===== src/hw/svs_regs.svh =====
// Offsets, field positions and timing constants of the slave verification status words.
`ifndef SVS_REGS_SVH
`define SVS_REGS_SVH

// =====================================================================
// Word offsets within the status area
// =====================================================================
`define SVS_OFS_VERIFY_STATUS   4'h4
`define SVS_OFS_STOP_CAUSE      4'h5
`define SVS_OFS_OUT_MISSING     4'h6
`define SVS_OFS_IN_MISSING      4'h7
`define SVS_OFS_OUT_UNREG       4'h8
`define SVS_OFS_IN_UNREG        4'h9

// =====================================================================
// Field positions
// =====================================================================
`define SVS_BIT_REG_DONE        0
`define SVS_BIT_MISSING         8
`define SVS_BIT_UNREG           9
`define SVS_BIT_STOPPED         10
`define SVS_BIT_ERROR           15
`define SVS_NODE_LSB            0
`define SVS_NODE_MSB            7
`define SVS_BIT_STOP_TYPE       15

// =====================================================================
// Reset values and timing
// =====================================================================
`define SVS_WORD_RESET          16'h0000
`define SVS_MON_TIME_US         10000
`define SVS_CLK_MHZ             100

`endif


===== src/hw/svs_pkg.sv =====
// Types shared by the slave verification status design.
package svs_pkg;

  typedef enum logic [1:0] {
    SVS_MONITOR,
    SVS_RUN
  } svs_phase_t;

  typedef enum logic {
    SVS_TYPE_OUTPUT,
    SVS_TYPE_INPUT
  } svs_slave_type_t;

endpackage : svs_pkg


===== src/hw/svs_first_set.sv =====
// Finds the lowest set bit of a vector and reports its index.
module svs_first_set #(
  parameter int W  = 16,
  parameter int IW = 8
) (
  input  wire logic [W-1:0]  vec_i,
  output logic               any_o,
  output logic [IW-1:0]      idx_o
);

  always_comb begin
    any_o = 1'b0;
    idx_o = '0;
    for (int i = W - 1; i >= 0; i--) begin
      if (vec_i[i]) begin
        any_o = 1'b1;
        idx_o = IW'(i);
      end
    end
  end

endmodule : svs_first_set


===== src/hw/svs_node_track.sv =====
// Per-node verification tracking for one class of slaves (output or input).
module svs_node_track
  import svs_pkg::*;
#(
  parameter int N = 16
) (
  input  wire logic         clock_i,
  input  wire logic         rst_n_i,
  input  wire logic         ce_i,
  input  wire logic         restart_i,
  input  wire logic         enable_i,
  input  wire logic         expire_i,
  input  wire logic [N-1:0] registered_i,
  input  wire logic [N-1:0] joined_i,
  output logic      [N-1:0] seen_o,
  output logic      [N-1:0] missing_o,
  output logic      [N-1:0] unreg_o
);

  logic [N-1:0] seen_r;
  logic [N-1:0] missing_r;
  logic [N-1:0] unreg_r;

  assign seen_o    = seen_r;
  assign missing_o = missing_r;
  assign unreg_o   = unreg_r;

  // =====================================================================
  // Participation history
  // =====================================================================
  always_ff @(posedge clock_i or negedge rst_n_i) begin
    if (!rst_n_i) begin
      seen_r <= '0;
    end else if (ce_i) begin
      if (restart_i) begin
        seen_r <= '0;
      end else begin
        seen_r <= seen_r | joined_i;
      end
    end
  end

  // =====================================================================
  // Missing slaves: marked at expiry, cleared when the slave joins
  // =====================================================================
  always_ff @(posedge clock_i or negedge rst_n_i) begin
    if (!rst_n_i) begin
      missing_r <= '0;
    end else if (ce_i) begin
      if (restart_i || !enable_i) begin
        missing_r <= '0;
      end else if (expire_i) begin
        missing_r <= registered_i & ~(seen_r | joined_i); // [RULE3] [RULE5]
      end else begin
        missing_r <= missing_r & ~joined_i; // [RULE4]
      end
    end
  end

  // =====================================================================
  // Unregistered slaves: latched until reset, restart or enable_i low
  // =====================================================================
  always_ff @(posedge clock_i or negedge rst_n_i) begin
    if (!rst_n_i) begin
      unreg_r <= '0;
    end else if (ce_i) begin
      if (restart_i || !enable_i) begin
        unreg_r <= '0;
      end else begin
        unreg_r <= unreg_r | (joined_i & ~registered_i); // [RULE6] [RULE7]
      end
    end
  end

endmodule : svs_node_track


===== src/hw/svs_status.sv =====
// Slave verification and communications-stop status words of the network master.
//
// Behaviour
// [RULE1] Set word 4 bit 0 when all registered slaves join within monitoring time.
// [RULE2] Never set registration complete while the registration table is empty.
// [RULE3] Set word 4 bit 8 when a registered slave misses the monitoring time.
// [RULE4] Clear the missing indication once the missing slave joins.
// [RULE5] Mark each missing slave by node in word 6 (output) or 7 (input).
// [RULE6] Latch word 4 bit 9 when an unregistered slave joins.
// [RULE7] Mark each unregistered slave by node in word 8 (output) or 9 (input).
// [RULE8] In stop mode, set word 4 bit 10 when exchange halts on error.
// [RULE9] Hold the communications-stopped flag until reset or restart.
// [RULE10] Word 4 bit 15 is the OR of bits 8 to 10.
// [RULE11] On a stop, store the offending node number in word 5 bits 0 to 7.
// [RULE12] Keep the stored node number until reset or restart.
// [RULE13] On a stop, word 5 bit 15 gives slave type: 0 output, 1 input.
// [RULE14] Keep the stored slave type until reset or restart.
// [RULE15] In stop mode, halt exchange when any slave error flag is set.
// [RULE16] Reset and unit restart clear every flag and field to zero.
`include "svs_regs.svh"

module svs_status
  import svs_pkg::*;
#(
  parameter int N           = 16,
  parameter int MON_TIME_US = `SVS_MON_TIME_US
) (
  input  wire logic         clock_i,
  input  wire logic         nrst_i,
  input  wire logic         ce_i,
  input  wire logic         restart_i,
  input  wire logic         reg_func_en_i,
  input  wire logic         stop_mode_i,
  input  wire logic [N-1:0] reg_out_i,
  input  wire logic [N-1:0] reg_in_i,
  input  wire logic [N-1:0] join_out_i,
  input  wire logic [N-1:0] join_in_i,
  input  wire logic [N-1:0] err_out_i,
  input  wire logic [N-1:0] err_in_i,
  output logic      [15:0]  verify_status_word_o,
  output logic      [15:0]  stop_cause_word_o,
  output logic      [N-1:0] out_missing_word_o,
  output logic      [N-1:0] in_missing_word_o,
  output logic      [N-1:0] out_unreg_word_o,
  output logic      [N-1:0] in_unreg_word_o,
  output logic              comm_halt_o
);

  // =====================================================================
  // Timing
  // =====================================================================
  localparam longint MON_CYCLES_RAW = longint'(MON_TIME_US) * `SVS_CLK_MHZ;
  localparam logic [31:0] MON_CYCLES =
    (MON_CYCLES_RAW < 1) ? 32'h0000_0001 : 32'(MON_CYCLES_RAW);

  // =====================================================================
  // Reset release
  // =====================================================================
  logic rst_meta_r;
  logic rst_n_r;

  always_ff @(posedge clock_i or negedge nrst_i) begin
    if (!nrst_i) begin
      rst_meta_r <= 1'b0;
      rst_n_r    <= 1'b0;
    end else begin
      rst_meta_r <= 1'b1;
      rst_n_r    <= rst_meta_r;
    end
  end

  // =====================================================================
  // Participation monitoring window
  // =====================================================================
  svs_phase_t  phase_r;
  logic [31:0] mon_cnt_r;
  logic        expire;

  assign expire = (phase_r == SVS_MONITOR) && (mon_cnt_r == MON_CYCLES - 32'h0000_0001);

  always_ff @(posedge clock_i or negedge rst_n_r) begin
    if (!rst_n_r) begin
      phase_r   <= SVS_MONITOR;
      mon_cnt_r <= 32'h0000_0000;
    end else if (ce_i) begin
      if (restart_i) begin
        phase_r   <= SVS_MONITOR;
        mon_cnt_r <= 32'h0000_0000;
      end else begin
        case (phase_r)
          SVS_MONITOR: begin
            if (expire) begin
              phase_r <= SVS_RUN;
            end else begin
              mon_cnt_r <= mon_cnt_r + 32'h0000_0001;
            end
          end
          SVS_RUN: begin
            phase_r <= SVS_RUN;
          end
          default: begin
            phase_r <= SVS_MONITOR;
          end
        endcase
      end
    end
  end

  // =====================================================================
  // Per-node tracking for output and input slaves
  // =====================================================================
  logic [N-1:0] seen_out;
  logic [N-1:0] seen_in;
  logic [N-1:0] miss_out;
  logic [N-1:0] miss_in;
  logic [N-1:0] unreg_out;
  logic [N-1:0] unreg_in;

  svs_node_track #(.N(N)) u_track_out (
    .clock_i      (clock_i),
    .rst_n_i      (rst_n_r),
    .ce_i         (ce_i),
    .restart_i    (restart_i),
    .enable_i     (reg_func_en_i),
    .expire_i     (expire),
    .registered_i (reg_out_i),
    .joined_i     (join_out_i),
    .seen_o       (seen_out),
    .missing_o    (miss_out),
    .unreg_o      (unreg_out)
  );

  svs_node_track #(.N(N)) u_track_in (
    .clock_i      (clock_i),
    .rst_n_i      (rst_n_r),
    .ce_i         (ce_i),
    .restart_i    (restart_i),
    .enable_i     (reg_func_en_i),
    .expire_i     (expire),
    .registered_i (reg_in_i),
    .joined_i     (join_in_i),
    .seen_o       (seen_in),
    .missing_o    (miss_in),
    .unreg_o      (unreg_in)
  );

  // =====================================================================
  // Registration complete flag
  // =====================================================================
  logic reg_done_r;
  logic table_used;
  logic all_joined;

  assign table_used = (|reg_out_i) || (|reg_in_i);
  assign all_joined = ((reg_out_i & ~(seen_out | join_out_i)) == '0) &&
                      ((reg_in_i & ~(seen_in | join_in_i)) == '0);

  always_ff @(posedge clock_i or negedge rst_n_r) begin
    if (!rst_n_r) begin
      reg_done_r <= 1'b0;
    end else if (ce_i) begin
      if (restart_i) begin
        reg_done_r <= 1'b0; // [RULE16]
      end else if (reg_func_en_i && (phase_r == SVS_MONITOR) && table_used && all_joined) begin
        reg_done_r <= 1'b1; // [RULE1] [RULE2]
      end
    end
  end

  // =====================================================================
  // Communications stop capture
  // =====================================================================
  logic       any_out_err;
  logic       any_in_err;
  logic [7:0] node_out;
  logic [7:0] node_in;
  logic       stopped_r;
  logic [7:0] stop_node_r;
  logic       stop_type_r;

  svs_first_set #(.W(N), .IW(8)) u_first_out (
    .vec_i (err_out_i),
    .any_o (any_out_err),
    .idx_o (node_out)
  );

  svs_first_set #(.W(N), .IW(8)) u_first_in (
    .vec_i (err_in_i),
    .any_o (any_in_err),
    .idx_o (node_in)
  );

  always_ff @(posedge clock_i or negedge rst_n_r) begin
    if (!rst_n_r) begin
      stopped_r   <= 1'b0;
      stop_node_r <= 8'h00;
      stop_type_r <= 1'b0;
    end else if (ce_i) begin
      if (restart_i) begin
        stopped_r   <= 1'b0; // [RULE16]
        stop_node_r <= 8'h00;
        stop_type_r <= 1'b0;
      end else if (!stopped_r && stop_mode_i && (any_out_err || any_in_err)) begin
        stopped_r <= 1'b1; // [RULE8] [RULE15]
        // Output slaves take precedence when both classes fail together.
        stop_node_r <= any_out_err ? node_out : node_in; // [RULE11]
        stop_type_r <= any_out_err ? SVS_TYPE_OUTPUT : SVS_TYPE_INPUT; // [RULE13]
      end
      // Once stopped, the flag, node and type hold. [RULE9] [RULE12] [RULE14]
    end
  end

  // =====================================================================
  // Status words
  // =====================================================================
  logic [15:0] status_nxt;
  logic [15:0] cause_nxt;

  always_comb begin
    status_nxt                    = `SVS_WORD_RESET;
    status_nxt[`SVS_BIT_REG_DONE] = reg_done_r;
    status_nxt[`SVS_BIT_MISSING]  = (|miss_out) || (|miss_in); // [RULE3] [RULE4]
    status_nxt[`SVS_BIT_UNREG]    = (|unreg_out) || (|unreg_in); // [RULE6]
    status_nxt[`SVS_BIT_STOPPED]  = stopped_r; // [RULE8]
    status_nxt[`SVS_BIT_ERROR]    = (|miss_out) || (|miss_in) || (|unreg_out) ||
                                    (|unreg_in) || stopped_r; // [RULE10]
    cause_nxt                                  = `SVS_WORD_RESET;
    cause_nxt[`SVS_NODE_MSB:`SVS_NODE_LSB]     = stop_node_r; // [RULE11]
    cause_nxt[`SVS_BIT_STOP_TYPE]              = stop_type_r; // [RULE13]
  end

  always_ff @(posedge clock_i or negedge rst_n_r) begin
    if (!rst_n_r) begin
      verify_status_word_o <= `SVS_WORD_RESET; // [RULE16]
    end else if (ce_i) begin
      verify_status_word_o <= status_nxt;
    end
  end

  always_ff @(posedge clock_i or negedge rst_n_r) begin
    if (!rst_n_r) begin
      stop_cause_word_o <= `SVS_WORD_RESET;
    end else if (ce_i) begin
      stop_cause_word_o <= cause_nxt;
    end
  end

  // =====================================================================
  // Per-node words
  // =====================================================================
  always_ff @(posedge clock_i or negedge rst_n_r) begin
    if (!rst_n_r) begin
      out_missing_word_o <= '0;
    end else if (ce_i) begin
      out_missing_word_o <= miss_out; // [RULE5]
    end
  end

  always_ff @(posedge clock_i or negedge rst_n_r) begin
    if (!rst_n_r) begin
      in_missing_word_o <= '0;
    end else if (ce_i) begin
      in_missing_word_o <= miss_in;
    end
  end

  always_ff @(posedge clock_i or negedge rst_n_r) begin
    if (!rst_n_r) begin
      out_unreg_word_o <= '0;
    end else if (ce_i) begin
      out_unreg_word_o <= unreg_out; // [RULE7]
    end
  end

  always_ff @(posedge clock_i or negedge rst_n_r) begin
    if (!rst_n_r) begin
      in_unreg_word_o <= '0;
    end else if (ce_i) begin
      in_unreg_word_o <= unreg_in;
    end
  end

  // =====================================================================
  // Remote exchange halt
  // =====================================================================
  always_ff @(posedge clock_i or negedge rst_n_r) begin
    if (!rst_n_r) begin
      comm_halt_o <= 1'b0;
    end else if (ce_i) begin
      comm_halt_o <= stopped_r; // [RULE15]
    end
  end

endmodule : svs_status


===== config.mk =====
export PLATFORM = sky130hd
export DESIGN_NAME = svs_status
export DESIGN_NICKNAME = d
export VERILOG_FILES = /design/src/hw/svs_pkg.sv /design/src/hw/svs_first_set.sv /design/src/hw/svs_node_track.sv /design/src/hw/svs_status.sv
export VERILOG_INCLUDE_DIRS = /design/src /design/src/hw
export SDC_FILE = /design/constraint.sdc
export NUM_CORES = 1
export LEC_CHECK = 0
export ABC_CLOCK_PERIOD_IN_PS = 6000
export BUFFER_PORTS_ARGS = -buffer_cell sky130_fd_sc_hd__buf_4
export CORE_ASPECT_RATIO = 1.4
export CORE_MARGIN = 1
export CORE_UTILIZATION = 32
export CTS_BUF_LIST = sky130_fd_sc_hd__clkbuf_8 sky130_fd_sc_hd__clkbuf_16
export DETAILED_ROUTE_END_ITERATION = 8
export SYNTH_ARGS = -nofsm -noshare
export SYNTH_HDL_FRONTEND = slang
export SYNTH_SLANG_ARGS = --single-unit

===== constraint.sdc =====
create_clock -name clock_i -period 6 [get_ports clock_i]
set_input_delay 0.9 -clock clock_i [delete_from_list [all_inputs] [get_ports clock_i]]
set_output_delay 0.9 -clock clock_i [all_outputs]
set_load 0.01 [all_outputs]

==> results.md <==
Critical path:
- The maximum fanout along the worst path is 101.
- STA puts the critical path data required time at ~6400 ps.
- STA puts the critical path data arrival time at roughly 3800 ps.
- The endpoint identified for the worst register-to-register timing path is mon_cnt_r[22]$_DFFE_PN0P_.
- The endpoint type of the worst setup path is a flip-flop.
- The depth of the most critical reg-to-reg path is 5.
- The worst setup path is launched from an input pin.
- The worst flop-to-flop path startpoint is phase_r[0]$_DFFE_PN0P_.
- The critical path in this run is classified as input pin to flip-flop.
- Setup slack on the worst reg-to-reg path comes out at 3390 ps.

Global routing:
- Entering global routing, the biggest net connects 149 pins.
- The via count of the first global-routing pass is approximately 7700.
- The total routing usage reported by global routing is 17.7%.
- The initial antenna violation count is 2.
- The wire length of the first global-routing pass is 43700 um.
- For this run the aggregate overflow at the end of global routing stands at 0.

Timing:
- The final number of hold-violating endpoints came to 0.
- Setup repair after global routing left no endpoint under its margin.
- The actual slew at the worst max-slew pin is roughly 1100 ps.
- The worst path uses 55.5% of the clock period.
- The final max-slew violation count is 0.
- The worst max-slew margin expressed relative to the limit is 24.6%.
- The highest clock frequency the design can meet is 300 MHz.
- Adding up every negative setup slack in the final design gives 0 ps.
- After layout, the minimum clock period comes to 3330 ps.
- The number of setup violations in the final report is 0.
- Clock skew on the completed layout was measured at ~17 ps.

Worst hold path:
- The tightest min-delay check is of the input pin to asynchronous set/reset pin type.

Final layout:
- For this run, the number of standard cells in the final layout without fillers is 1490.
- After routing the design area is 12300 sq um.
- The signed area change from the synthesized netlist to the final layout is 23.7%.
- The final layout contains 1185 nets.
- The filler cells instantiated in the layout total 2989.
- The utilization after layout is 40.1%.
- Cells with a size suffix above 1 make up approximately 29% of the layout.

Yosys:
- In this run, synthesis produced a sequential element count of approximately 210.
- The most used flip-flop cell after synthesis is sky130_fd_sc_hd__dfrtp_1.
- In the synthesized netlist, the number of instances is approximately 900.
- The count of flip-flops with a built-in enable after synthesis is 0.
- The sequential share of the synthesized area is 53.4%.
- The warning count from the yosys run is 0.
- The mapped netlist covers between 9000 and 10000 sq um.
- The average footprint of a synthesized cell is 10.8 sq um.
- The count of different cell masters after synthesis is between 50 and 60.
- The share of async-settable or async-resettable flops after synthesis is 100%.
- The top cell type's share of synthesized area is 53.4%.
- The biggest area contributor in the post-synthesis netlist is sky130_fd_sc_hd__dfrtp_1.
- Ranked by total cell area, the synthesized netlist is headed by sky130_fd_sc_hd__dfrtp_1 (53%), sky130_fd_sc_hd__mux2_2 (8.5%), sky130_fd_sc_hd__o31ai_1 (3.7%).

Floorplanning:
- During I/O placement, the number of pins put on the boundary was just under 200.
- The placeable core region is 30600 sq um.
- The cell row count is 76.
- For this configuration, the core starts out at a cell density of 32.4%.
- The width of the chip is about 150 um.
- The height of the die is 210 um.
- The die footprint is between 30000 and 40000 sq um.

Clock network:
- The number of H-tree branching levels is 1.
- The clock sink count is 212.
- The number of setup buffers added after CTS is 0.
- TritonCTS built the clock tree.
- The maximum buffer depth of the clock tree is 3.
- The latest clock arrival within the worst-skew pair is 510 ps.
- The clock transition time at the flip-flop clock pins of the worst setup and hold paths is 60 ps.
- The cts-stage hold buffer count is 0.
- The clock buffer count from CTS is 22.
- The post-cts repair resize count is 0.
- The root cell of the clock tree is sky130_fd_sc_hd__clkbuf_16.

Placement:
- During placement, the flow inserted port buffers numbering 176.
- In this run the cell area measured after placement is roughly 12000 sq um.
- The total placed cells including tap cells is around 1400.
- The final HPWL from detailed placement is 19900 um.
- Routability-driven placement finished with a final weighted congestion of between 0.8 and 0.9.

Drt:
- The routed layout has slightly below 8000 vias.
- The total length of routed wires is between 20000 and 30000 um.
- After detailed routing, the average wire length per cell comes to 18.6 um.
- The initial detailed-routing violation count is 484.
- After detailed routing, the number of remaining DRC violations is 0.
- In the routed layout, each cell is associated on average with a via count of 5.27.
- The iteration count of the initial detailed-routing pass is 5.
- Once detail routing completed, the nets flagged for antenna violations numbered 0.

Power and ir drop:
- The ratio of total power to cell area is 274 nW/um^2.
- The leakage power total is roughly 0.0056 uW.
- The maximum resistive drop on vdd is 0.157 mV.

Run:
- Max-cap violations in this run came to 0.

Run status:
- The run finished with clean final reports.
==> where the power goes <==
group / total (uW) / internal (uW) / switching, uW
clock network: 1440 / 852 / 583
logic: 365 / 169 / 196
registers: 1570 / 1510 / 61.3
==> cell type report <==
class	count	area (sq um)	area share, %
multi-input cells	652	4300	35.0
diodes	2	5.00	0.0407
clock buffers	25	603	4.91
clock inverters	15	156	1.27
flip-flops and latches	212	5310	43.2
inverters	11	41.3	0.336
repair buffers	183	1390	11.3
well taps	390	488	3.97
==> layout by cell type (no fill, tap or decap), types with 32 or more instances in the layout <==
master / count
sky130_fd_sc_hd__nor4_1: 44
sky130_fd_sc_hd__nand2_1: 62
sky130_fd_sc_hd__a21oi_1: 55
sky130_fd_sc_hd__nor2_1: 94
sky130_fd_sc_hd__buf_4: 181
sky130_fd_sc_hd__dfrtp_1: 211
sky130_fd_sc_hd__mux2_2: 75
sky130_fd_sc_hd__o31ai_1: 49
sky130_fd_sc_hd__nor3b_1: 33
sky130_fd_sc_hd__o21a_1: 32
==> Yosys cell counts (5+ instances only) <==
| library cell | instances |
|---|---|
| sky130_fd_sc_hd__dfrtp_1 | 212 |
| sky130_fd_sc_hd__nor2_1 | 94 |
| sky130_fd_sc_hd__mux2_2 | 75 |
| sky130_fd_sc_hd__nand2_1 | 62 |
| sky130_fd_sc_hd__a21oi_1 | 55 |
| sky130_fd_sc_hd__o31ai_1 | 49 |
| sky130_fd_sc_hd__nor4_1 | 46 |
| sky130_fd_sc_hd__nor3b_1 | 33 |
| sky130_fd_sc_hd__o21a_1 | 32 |
| sky130_fd_sc_hd__clkbuf_1 | 30 |
| sky130_fd_sc_hd__buf_4 | 23 |
| sky130_fd_sc_hd__nand3_1 | 18 |
| sky130_fd_sc_hd__or4_1 | 18 |
| sky130_fd_sc_hd__a22o_2 | 17 |
| sky130_fd_sc_hd__nand4_1 | 16 |
| sky130_fd_sc_hd__a22o_1 | 14 |
| sky130_fd_sc_hd__buf_1 | 11 |
| sky130_fd_sc_hd__inv_1 | 11 |
| sky130_fd_sc_hd__nor3_1 | 11 |
| sky130_fd_sc_hd__o21ai_0 | 11 |
| sky130_fd_sc_hd__nand2b_1 | 9 |
| sky130_fd_sc_hd__or3_1 | 8 |
| sky130_fd_sc_hd__and4_1 | 7 |
| sky130_fd_sc_hd__nor2b_1 | 7 |
| sky130_fd_sc_hd__and3_1 | 5 |
| sky130_fd_sc_hd__mux2i_1 | 5 |
==> worst max-delay path by stage <==
stage | cells past startpoint | startpoint | to
after detailed placement | 6 | ce_i | mon_cnt_r[22]$_DFFE_PN0P_
after CTS | 6 | ce_i | mon_cnt_r[22]$_DFFE_PN0P_
after floorplan | 0 | rst_n_r$_DFF_PN0_ | in_missing_word_o[0]$_DFFE_PN0P_
after global routing | 6 | ce_i | mon_cnt_r[22]$_DFFE_PN0P_
after global placement | 6 | ce_i | mon_cnt_r[24]$_DFFE_PN0P_
final | 6 | ce_i | mon_cnt_r[22]$_DFFE_PN0P_
==> routing by layer <==
| metal | global-route usage [%] | wire length (um) |
|---|---|---|
| met3 | 2.01 | 994 |
| met4 | 7.14 | 992 |
| met5 | 0 | 0 |
| met2 | 30.2 | 14200 |
| met1 | 22.4 | 11500 |
==> cells by family after synthesis <==
family	count (synthesis)	share of synthesized area [%]
AO/OA/AOI/OAI	198	14.0
other	2	0.0756
XOR/XNOR	3	0.265
buffers and inverters	81	4.26
adder cells (fa/ha/maj)	1	0.126
multiplexers	80	9.01
flip-flops	212	53.4
AND/OR/NAND/NOR	347	18.8
==> flip-flops by register name, summed over array words and instances, names as in the netlist, 4 cells and up <==
name                   count
verify_status_word_o       5
out_missing_word_o        16
stop_cause_word_o          5
u_track_in.missing_o      16
in_missing_word_o         16
u_track_in.unreg_o        16
u_track_out.seen_o        16
in_unreg_word_o           16
u_track_out.missing_o     16
u_track_out.unreg_o       16
u_track_in.seen_o         16
out_unreg_word_o          16
mon_cnt_r                 32
stop_node_r                4
==> per-stage QoR <==
stage / setup slack [ps] / hold WS, ps / power, uW
after floorplan: 2510 / 331 / 1790
after global placement: 2290 / 339 / 1960
after detailed placement: 2260 / 348 / 1960
after CTS: 2770 / 151 / 3420
after global routing: 2460 / 159 / 3520
final: 2670 / 167 / 3370
==> critical path, cell delays in order <==
cell	delay, ps
sky130_fd_sc_hd__buf_6	550
sky130_fd_sc_hd__nand2b_1	450
sky130_fd_sc_hd__nor3_1	680
sky130_fd_sc_hd__nand3_1	430
sky130_fd_sc_hd__or4_1	570
sky130_fd_sc_hd__nand2_1	80
Note: power is estimated with default switching activity, not from simulation.
